[config.mk]
export PLATFORM = sky130hd
export DESIGN_NAME = block_copier_flat
export DESIGN_NICKNAME = d
export VERILOG_FILES = /design/src/pkg/flash_param_pkg.sv /design/src/pkg/copy_if.sv /design/src/logic/block_copier.sv /design/src/flat_wrapper.sv
export SDC_FILE = /design/constraint.sdc
export NUM_CORES = 1
export LEC_CHECK = 0
export BUFFER_PORTS_ARGS = -buffer_cell sky130_fd_sc_hd__clkbuf_2
export CORE_ASPECT_RATIO = 1.25
export CORE_MARGIN = 1.5
export CORE_UTILIZATION = 40
export DETAILED_ROUTE_END_ITERATION = 10
export PLACE_DENSITY_LB_ADDON = 0.2
export SETUP_SLACK_MARGIN = 0.2
export SKIP_CTS_REPAIR_TIMING = 1
export SLEW_MARGIN = 20
export SYNTH_ARGS = -nofsm -noshare
export SYNTH_HDL_FRONTEND = slang
export SYNTH_SLANG_ARGS = --single-unit
[constraint.sdc]
create_clock -name CLOCK -period 5.25 [get_ports CLOCK]
set_clock_uncertainty 0.05 [all_clocks]
set_input_delay 0.7875 -clock CLOCK [delete_from_list [all_inputs] [get_ports CLOCK]]
set_output_delay 0.7875 -clock CLOCK [all_outputs]
set_load 0.01 [all_outputs]
[src/pkg/flash_param_pkg.sv]
// Constants and types for the flash program and erase parameter checker.
package flash_param_pkg;
  localparam int unsigned   PROGRAM_BYTES   = 128;
  localparam int unsigned   ALIGN_BITS      = 7;
  localparam logic [6:0]    LAST_BYTE_INDEX = 7'h7f;
  localparam logic [31:0]   FLASH_FIRST     = 32'h0000_0000;
  localparam logic [31:0]   FLASH_LAST      = 32'h0003_ffff;
  localparam logic [31:0]   LAST_BLOCK      = 32'h0000_000b;
  localparam logic [7:0]    KEY_VALID       = 8'h5a;
  localparam int unsigned   FREQ_MSB        = 15;
  localparam int unsigned   RES_FAIL_BIT    = 0;
  localparam int unsigned   RES_SRC_ERR_BIT = 1;
  localparam int unsigned   RES_DST_ERR_BIT = 2;
  localparam int unsigned   RES_BLK_ERR_BIT = 3;
  localparam int unsigned   RES_KEY_ERR_BIT = 4;
  localparam logic [31:0]   RESULT_RESET    = 32'h0000_0000;
  localparam logic [15:0]   FREQ_RESET      = 16'h0000;
  localparam logic [31:0]   ADDR_RESET      = 32'h0000_0000;
  localparam logic [7:0]    DATA_RESET      = 8'h00;
  localparam logic [6:0]    COUNT_RESET     = 7'h00;
  localparam logic [3:0]    BLOCK_RESET     = 4'h0;
  localparam int unsigned   COPY_CYCLES     = 257;

  typedef enum logic [0:0] {OP_IDLE, OP_COPY} op_state_t;
  typedef enum logic [1:0] {CP_IDLE, CP_READ, CP_CAPTURE} copy_state_t;
endpackage

[src/pkg/copy_if.sv]
// Handshake between the parameter checker and the block copier.
`timescale 1ns/1ps
interface copy_if;
  logic        go;
  logic [31:0] src;
  logic [31:0] dst;
  logic        done;
  modport ctrl (output go, output src, output dst, input done);
  modport copier (input go, input src, input dst, output done);
endinterface

[src/logic/block_copier.sv]
// Copies one 128-byte block from source memory into the user array.
`timescale 1ns/1ps
module block_copier (
  // Clock and reset
  input  wire logic        CLOCK,
  input  wire logic        RST,
  // Control handshake
  copy_if.copier           cp,
  // Memory ports
  output logic             mem_rd_en,
  output logic [31:0]      mem_rd_addr,
  input  wire logic [7:0]  mem_rd_data,
  output logic             mem_wr_en,
  output logic [31:0]      mem_wr_addr,
  output logic [7:0]       mem_wr_data
);
  import flash_param_pkg::*;

  copy_state_t state_reg, state_next;
  logic [6:0]  count_reg, count_next;
  logic [6:0]  count_inc;
  logic [31:0] src_reg, src_next;
  logic [31:0] dst_reg, dst_next;
  logic        rd_en_reg, rd_en_next;
  logic [31:0] rd_addr_reg, rd_addr_next;
  logic        wr_en_reg, wr_en_next;
  logic [31:0] wr_addr_reg, wr_addr_next;
  logic [7:0]  wr_data_reg, wr_data_next;
  logic        done_reg, done_next;

  assign count_inc = count_reg + 7'h01;

  always_comb begin
    state_next   = state_reg;
    count_next   = count_reg;
    src_next     = src_reg;
    dst_next     = dst_reg;
    rd_en_next   = 1'b0;
    rd_addr_next = rd_addr_reg;
    wr_en_next   = 1'b0;
    wr_addr_next = wr_addr_reg;
    wr_data_next = wr_data_reg;
    done_next    = 1'b0;
    case (state_reg)
      CP_IDLE: begin
        if (cp.go) begin
          src_next     = cp.src;
          dst_next     = cp.dst;
          count_next   = COUNT_RESET;
          rd_en_next   = 1'b1;
          rd_addr_next = cp.src;
          state_next   = CP_READ;
        end
      end
      CP_READ: begin
        state_next = CP_CAPTURE;
      end
      CP_CAPTURE: begin
        // Data is valid the cycle after the read strobe was seen.
        wr_en_next   = 1'b1;
        wr_addr_next = {dst_reg[31:ALIGN_BITS], count_reg};
        wr_data_next = mem_rd_data;
        if (count_reg == LAST_BYTE_INDEX) begin
          done_next  = 1'b1;
          state_next = CP_IDLE;
        end else begin
          count_next   = count_inc;
          rd_en_next   = 1'b1;
          rd_addr_next = src_reg + {25'h0, count_inc};
          state_next   = CP_READ;
        end
      end
      default: begin
        state_next = CP_IDLE;
      end
    endcase
  end

  always_ff @(posedge CLOCK or posedge RST) begin
    if (RST) begin
      state_reg   <= CP_IDLE;
      count_reg   <= COUNT_RESET;
      src_reg     <= ADDR_RESET;
      dst_reg     <= ADDR_RESET;
      rd_en_reg   <= 1'b0;
      rd_addr_reg <= ADDR_RESET;
      wr_en_reg   <= 1'b0;
      wr_addr_reg <= ADDR_RESET;
      wr_data_reg <= DATA_RESET;
      done_reg    <= 1'b0;
    end else begin
      state_reg   <= state_next;
      count_reg   <= count_next;
      src_reg     <= src_next;
      dst_reg     <= dst_next;
      rd_en_reg   <= rd_en_next;
      rd_addr_reg <= rd_addr_next;
      wr_en_reg   <= wr_en_next;
      wr_addr_reg <= wr_addr_next;
      wr_data_reg <= wr_data_next;
      done_reg    <= done_next;
    end
  end

  assign mem_rd_en   = rd_en_reg;
  assign mem_rd_addr = rd_addr_reg;
  assign mem_wr_en   = wr_en_reg;
  assign mem_wr_addr = wr_addr_reg;
  assign mem_wr_data = wr_data_reg;
  assign cp.done     = done_reg;

  a_copy_length: assert property (
    @(posedge CLOCK) disable iff (RST)
    (state_reg == CP_IDLE && cp.go) |-> ##257 done_reg)
    else $error("Block copy did not finish after 128 bytes.");

  a_write_in_block: assert property (
    @(posedge CLOCK) disable iff (RST)
    wr_en_reg |-> (wr_addr_reg[31:ALIGN_BITS] == dst_reg[31:ALIGN_BITS]))
    else $error("Write left the 128-byte destination block.");

  a_write_data_src: assert property (
    @(posedge CLOCK) disable iff (RST)
    rd_en_reg |=> ##1 (wr_en_reg && wr_data_reg == $past(mem_rd_data)))
    else $error("Written byte differs from the byte fetched.");

  a_read_stride: assert property (
    @(posedge CLOCK) disable iff (RST)
    (rd_en_reg && state_reg == CP_READ) |->
      (rd_addr_reg == src_reg + {25'h0, count_reg}))
    else $error("Source fetch address out of sequence.");
endmodule // block_copier

[src/flat_wrapper.sv]
// flat-port wrapper written by rule: the top's interface ports become plain ports
module block_copier_flat import flash_param_pkg::*;
  (CLOCK, RST, mem_rd_en, mem_rd_addr, mem_rd_data, mem_wr_en, mem_wr_addr, mem_wr_data, cp_go, cp_src, cp_dst, cp_done);
  copy_if cp_i ();
  input  wire logic CLOCK;
  input  wire logic RST;
  output logic mem_rd_en;
  output logic [31:0] mem_rd_addr;
  input  wire logic [7:0] mem_rd_data;
  output logic mem_wr_en;
  output logic [31:0] mem_wr_addr;
  output logic [7:0] mem_wr_data;
  input wire logic [$bits(cp_i.go)-1:0] cp_go;
  input wire logic [$bits(cp_i.src)-1:0] cp_src;
  input wire logic [$bits(cp_i.dst)-1:0] cp_dst;
  output wire logic [$bits(cp_i.done)-1:0] cp_done;
  assign cp_i.go = cp_go;
  assign cp_i.src = cp_src;
  assign cp_i.dst = cp_dst;
  assign cp_done = cp_i.done;
  block_copier u_core (.CLOCK(CLOCK), .RST(RST), .cp(cp_i), .mem_rd_en(mem_rd_en), .mem_rd_addr(mem_rd_addr), .mem_rd_data(mem_rd_data), .mem_wr_en(mem_wr_en), .mem_wr_addr(mem_wr_addr), .mem_wr_data(mem_wr_data));
endmodule
Word level (Yosys, flattened, before mapping)
Index checks and enable logic that the tools add are counted.

operators by class
  $add $sub $neg = 2
  multipliers = 0
  divide/modulo/power cells = 0
  $lt $le $gt $ge = 0
  equality and inequality tests = 5
  shift operators = 0
  multiplexer cells = 15
  bitwise logic cells = 0
  reduce and logical (&&, ||, !) cells = 4

operators with widths
  cell                 number
  $mux 32              2
  $pmux 32 s2          1
  $add 32x7->32        1
  $mux 7               2
  $pmux 7 s2           1
  $add 7x1->7 const B  1
  $eq 7x7->1 const B   1
  $mux 1               6
  $pmux 2 s3           1
  $ne 2x2->1 const B   2
  $reduce_and 3->1     1
  $eq 2x1->1 const B   1
  $eq 2x2->1 const B   1
  $logic_not 2->1      1
  $mux 2               1
  $pmux 1 s2           1
  $reduce_and 2->1     1
  $reduce_bool 2->1    1

storage, ports and cells
  bits in registers = 148
  bits in latches = 0
  RAM bits = 0
  memory bits (read-only) = 0
  input port bits = 75
  output and inout bits = 75
  logic and storage cells = 36
  memories kept = 0

Longest topological paths before layout
  depth after elaboration = 4
  gate-level depth with buffers = 12
  mapped depth without buffers = 11

Worst setup path after synthesis
No wires, ideal clock.

  path type = reg2reg
  from = register u_core.count_reg[0]
  to = register u_core.rd_addr_reg[21] (netlist: u_core.mem_rd_addr[21])
  library setup time = 128 ps
  arrival time = 2360 ps
  data required time = 5072 ps
  slack = 2712 ps
  cell stages (with the launch flop) = 12
  buffers on the path = 1
  period minus slack after synthesis = 2538 ps
  path through = dfrtp_1 -> ha_1 -> nand3_1 -> xnor2_1 -> ha_1 -> and3_1 -> a221o_1 -> o21a_1 -> buf_6 -> nand3_1 -> xor2_1 -> o211ai_2

on the way
  cells in the longest elaborated chain, start to end = 4
  elaborated cells between the ends (all ways) = 7
  classes of those cells = add/sub: 2; eq/ne: 2; mux: 2; reduce/logical: 1

ends and longest elaborated chain
  item                    line                text
  start, declared         block_copier.sv:20  logic [6:0] count_reg, count_next;
  start signal, assigned  block_copier.sv:93  count_reg <= count_next;
  $add 7x1->7             block_copier.sv:31  assign count_inc = count_reg + 7'h01;
  $add 32x7->32           block_copier.sv:69  rd_addr_next = src_reg + {25'h0, count_inc};
  $mux 32                 block_copier.sv:63  if (count_reg == LAST_BYTE_INDEX) begin
  $pmux 32 s2             block_copier.sv:44  case (state_reg)
  end signal, assigned    block_copier.sv:97  rd_addr_reg <= rd_addr_next;
  end, declared           block_copier.sv:25  logic [31:0] rd_addr_reg, rd_addr_next;

Several ways; a longest one is shown, not always the timed one. The select of a mux whose other input is x is not followed.
A chain may end at the register's enable or synchronous reset.

Final worst setup path
  from = register u_core.count_reg[0]
  to = register u_core.rd_addr_reg[17] (netlist: u_core.mem_rd_addr[17])

The elaborated chain is that of the path after synthesis.

==> results.cfg <==
[outcome]
outcome = complete, no violations

[hold_path]
hold_path_depth = 2
min_path_type = flip-flop to flip-flop

[timing]
min_period_ns = 2.99
tns_ns = 0
finalHoldViolCount = 0
tightest_slew_ns = 1.07
drv_slew = 0
fmax_mhz = 334
holdWs_ns = 0.407
setup_viol = 0
relSlewSlack_pct = 28.4
rsz0062_at_grt = false
period_share_pct = 57.0

[synthesis]
synth_cells = 680
synth-edff-count = 0
ys.flop_type = dfrtp_1
yosysMostFrequentCell = nand2_1
synthSimpleGateAreaFrac_pct = 26.0
ys_top_cells_by_count = nand2_1, dfrtp_1, xor2_1
muxShareOfSynthArea_pct = 0.325
yosysSeqAreaShare_pct = 57.3
synth_area_leaders = dfrtp_1, nand2_1, xor2_1
netlist_area_mm2 = 0.00616
synthAdderAreaFrac_pct = 1.95
syn-num-nets = 764
synth_top_family_by_area = simple AND/OR/NAND/NOR gates
synth-compound-area-share_pct = 6.64
synth_cell_type_count = 42
synth_xor_xnor_area_share_pct = 4.84
yosys_register_bits = 141
synth_top_area_cell = dfrtp_1
ys_async_sr_fraction_pct = 100
yosysWarningCount = 0
avgSynthCellArea_um2 = 9.05
synth_top_area_share_pct = 57.3

[global_route]
first_global_vias = 4949
grt_max_degree = 100
overflow = 0
track_usage_pct = 19.3
antenna_found_initial = 0
grt_pass1_wl_mm = 24.5

[pwr]
power.density_mw_per_mm2 = 581
comb_power_share_pct = 31.2
vdd_drop_max_v = 0.000240
internal_power_mw = 2.82
leakagePower_nw = 4.08
pwr-share-seq_pct = 42.4
finalPower_mw = 4.40
p_sw_share_pct = 35.8
p_clk_share_pct = 26.4
p_sw_mw = 1.58

[floorplanning]
placementRows = 50
core-area_mm2 = 0.0150
dieArea_mm2 = 0.0162
die_w_um = 114
die_height_um = 142
start_util_pct = 41.0
io_pins = 150

[clock_tree]
clockBufferDepth = 2
htreeDepth = 4
cts_tree = done
cts_buffers = 17
clockRootBuffer = clkbuf_16
clkTransAtPathRegs_ns = 0.06
clock_latency_ns = 0.42
cts.sinks = 141

[route]
wl_met2_mm = 7.07
route.antenna.remaining_nets = 0
vias = 4950
drc = 0
totalWireLength_mm = 14.7
met1_length_mm = 6.77
highest_layer = met4
wl_per_cell_um = 14.7
wl_met3_um = 803
routed_via_density = 4.92
drt-initial-drc-count = 281
dr.pass1.iters = 4

[layout]
nets = 897
final_core_util_pct = 50.3
areaGrowthSynthToFinish_pct = 22.8
multiInputGateArea_mm2 = 0.00246
regArea_mm2 = 0.00353
fillCellCount = 1453
antennaDiodeCount = 0
drive_gt1_share_pct = 22.5

[setup_path]
crit_required_ns = 5.46
cp_max_fo = 13
arrival_ns = 3.20
reg2reg_depth = 10
startpoint_type = flip-flop
crit_path_end_kind = flip-flop
crit_type = flip-flop to flip-flop

[job]
maxCapViolations = 0

[place]
portBuffers = 142
hpwl_mm = 9.62
gp_congestion = 0.788
==> layout make-up <==
| class | count | share of cell area (%) |
|---|---|---|
| clock buffer | 24 | 6.37 |
| inverter | 6 | 0.397 |
| clock inverter | 6 | 1.14 |
| multi-input combinational | 501 | 32.6 |
| tap | 182 | 3.01 |
| sequential | 141 | 46.7 |
| timing repair buffer | 146 | 9.80 |
==> path summary, 6_finish.rpt <==
| check | endpoint | start | slack (ns) |
|---|---|---|---|
| setup reg to reg | u_core.mem_rd_addr[17]$_DFFE_PP0P_ | u_core.count_reg[0]$_DFFE_PP0P_ | 2.26 |
| setup / recovery | u_core.mem_rd_addr[17]$_DFFE_PP0P_ | u_core.count_reg[0]$_DFFE_PP0P_ | 2.26 |
| hold / removal | u_core.mem_wr_addr[14]$_DFFE_PP0P_ | u_core.dst_reg[14]$_DFFE_PP0P_ | 0.41 |
| max in group asynchronous | u_core.count_reg[6]$_DFFE_PP0P_ | RST | 3.54 |
| min in group asynchronous | u_core.mem_rd_addr[20]$_DFFE_PP0P_ | RST | 0.50 |
| hold reg to reg | u_core.mem_wr_addr[14]$_DFFE_PP0P_ | u_core.dst_reg[14]$_DFFE_PP0P_ | 0.41 |
==> kinds of logic after synthesis <==
| kind of cell | after synthesis |
|---|---|
| flops | 141 |
| simple gates | 398 |
| xor+xnor | 34 |
| buf+inv | 38 |
| mux | 2 |
| compound gates | 58 |
| fa+ha+maj | 9 |
==> power by group through the flow <==
stage	Clock, mW	Sequential, mW	Combinational (mW)
global placement	0	1.86	1.35
finish	1.16	1.87	1.37
floorplan	0	1.93	0.801
CTS	1.19	1.87	1.40
detailed placement	0	1.88	1.39
global route	1.24	1.93	1.56
==> worst max-delay path, cell delays in order, from the launching register on <==
cell and delay, ns:
dfrtp_1 0.42, ha_1 0.24, nand3_1 0.11, xnor2_1 0.27, ha_1 0.34, and3_1 0.20
a221o_1 0.34, o21a_1 0.40, nand3_1 0.18, xor2_1 0.19, o211ai_1 0.11
==> per-layer routing <==
metal	track usage, %	vias up
li1	-	2445
met1	24.5	2368
met2	31.7	131
met3	5.68	6
met4	6.12	0
met5	0	-
==> cell usage in the layout, fill, tap and decap left out, types with 3 or more instances in the layout <==
cell and instances:
nand2_1 341, clkbuf_2 142, dfrtp_1 141, xor2_1 29, o211ai_1 20, clkbuf_16 17, nand3_1 13, and3_1 13
nor2_1 11, o21ai_0 10, a21oi_1 8, ha_1 8, nand4_1 6, xnor2_1 5, o211ai_2 4, clkbuf_1 4
buf_4 4, inv_1 3, clkbuf_8 3
==> per-stage QoR <==
stage | setup WS (ns) | instances | instance area (um^2)
global route | 1.99 | 1006 | 7560
finish | 2.26 | 1006 | 7560
detailed placement | 2.27 | 976 | 6990
global placement | 2.32 | 976 | 6990
CTS | 2.25 | 1006 | 7560
floorplan | 0.631 | 680 | 6160
Note: power is estimated with default switching activity, not from simulation.
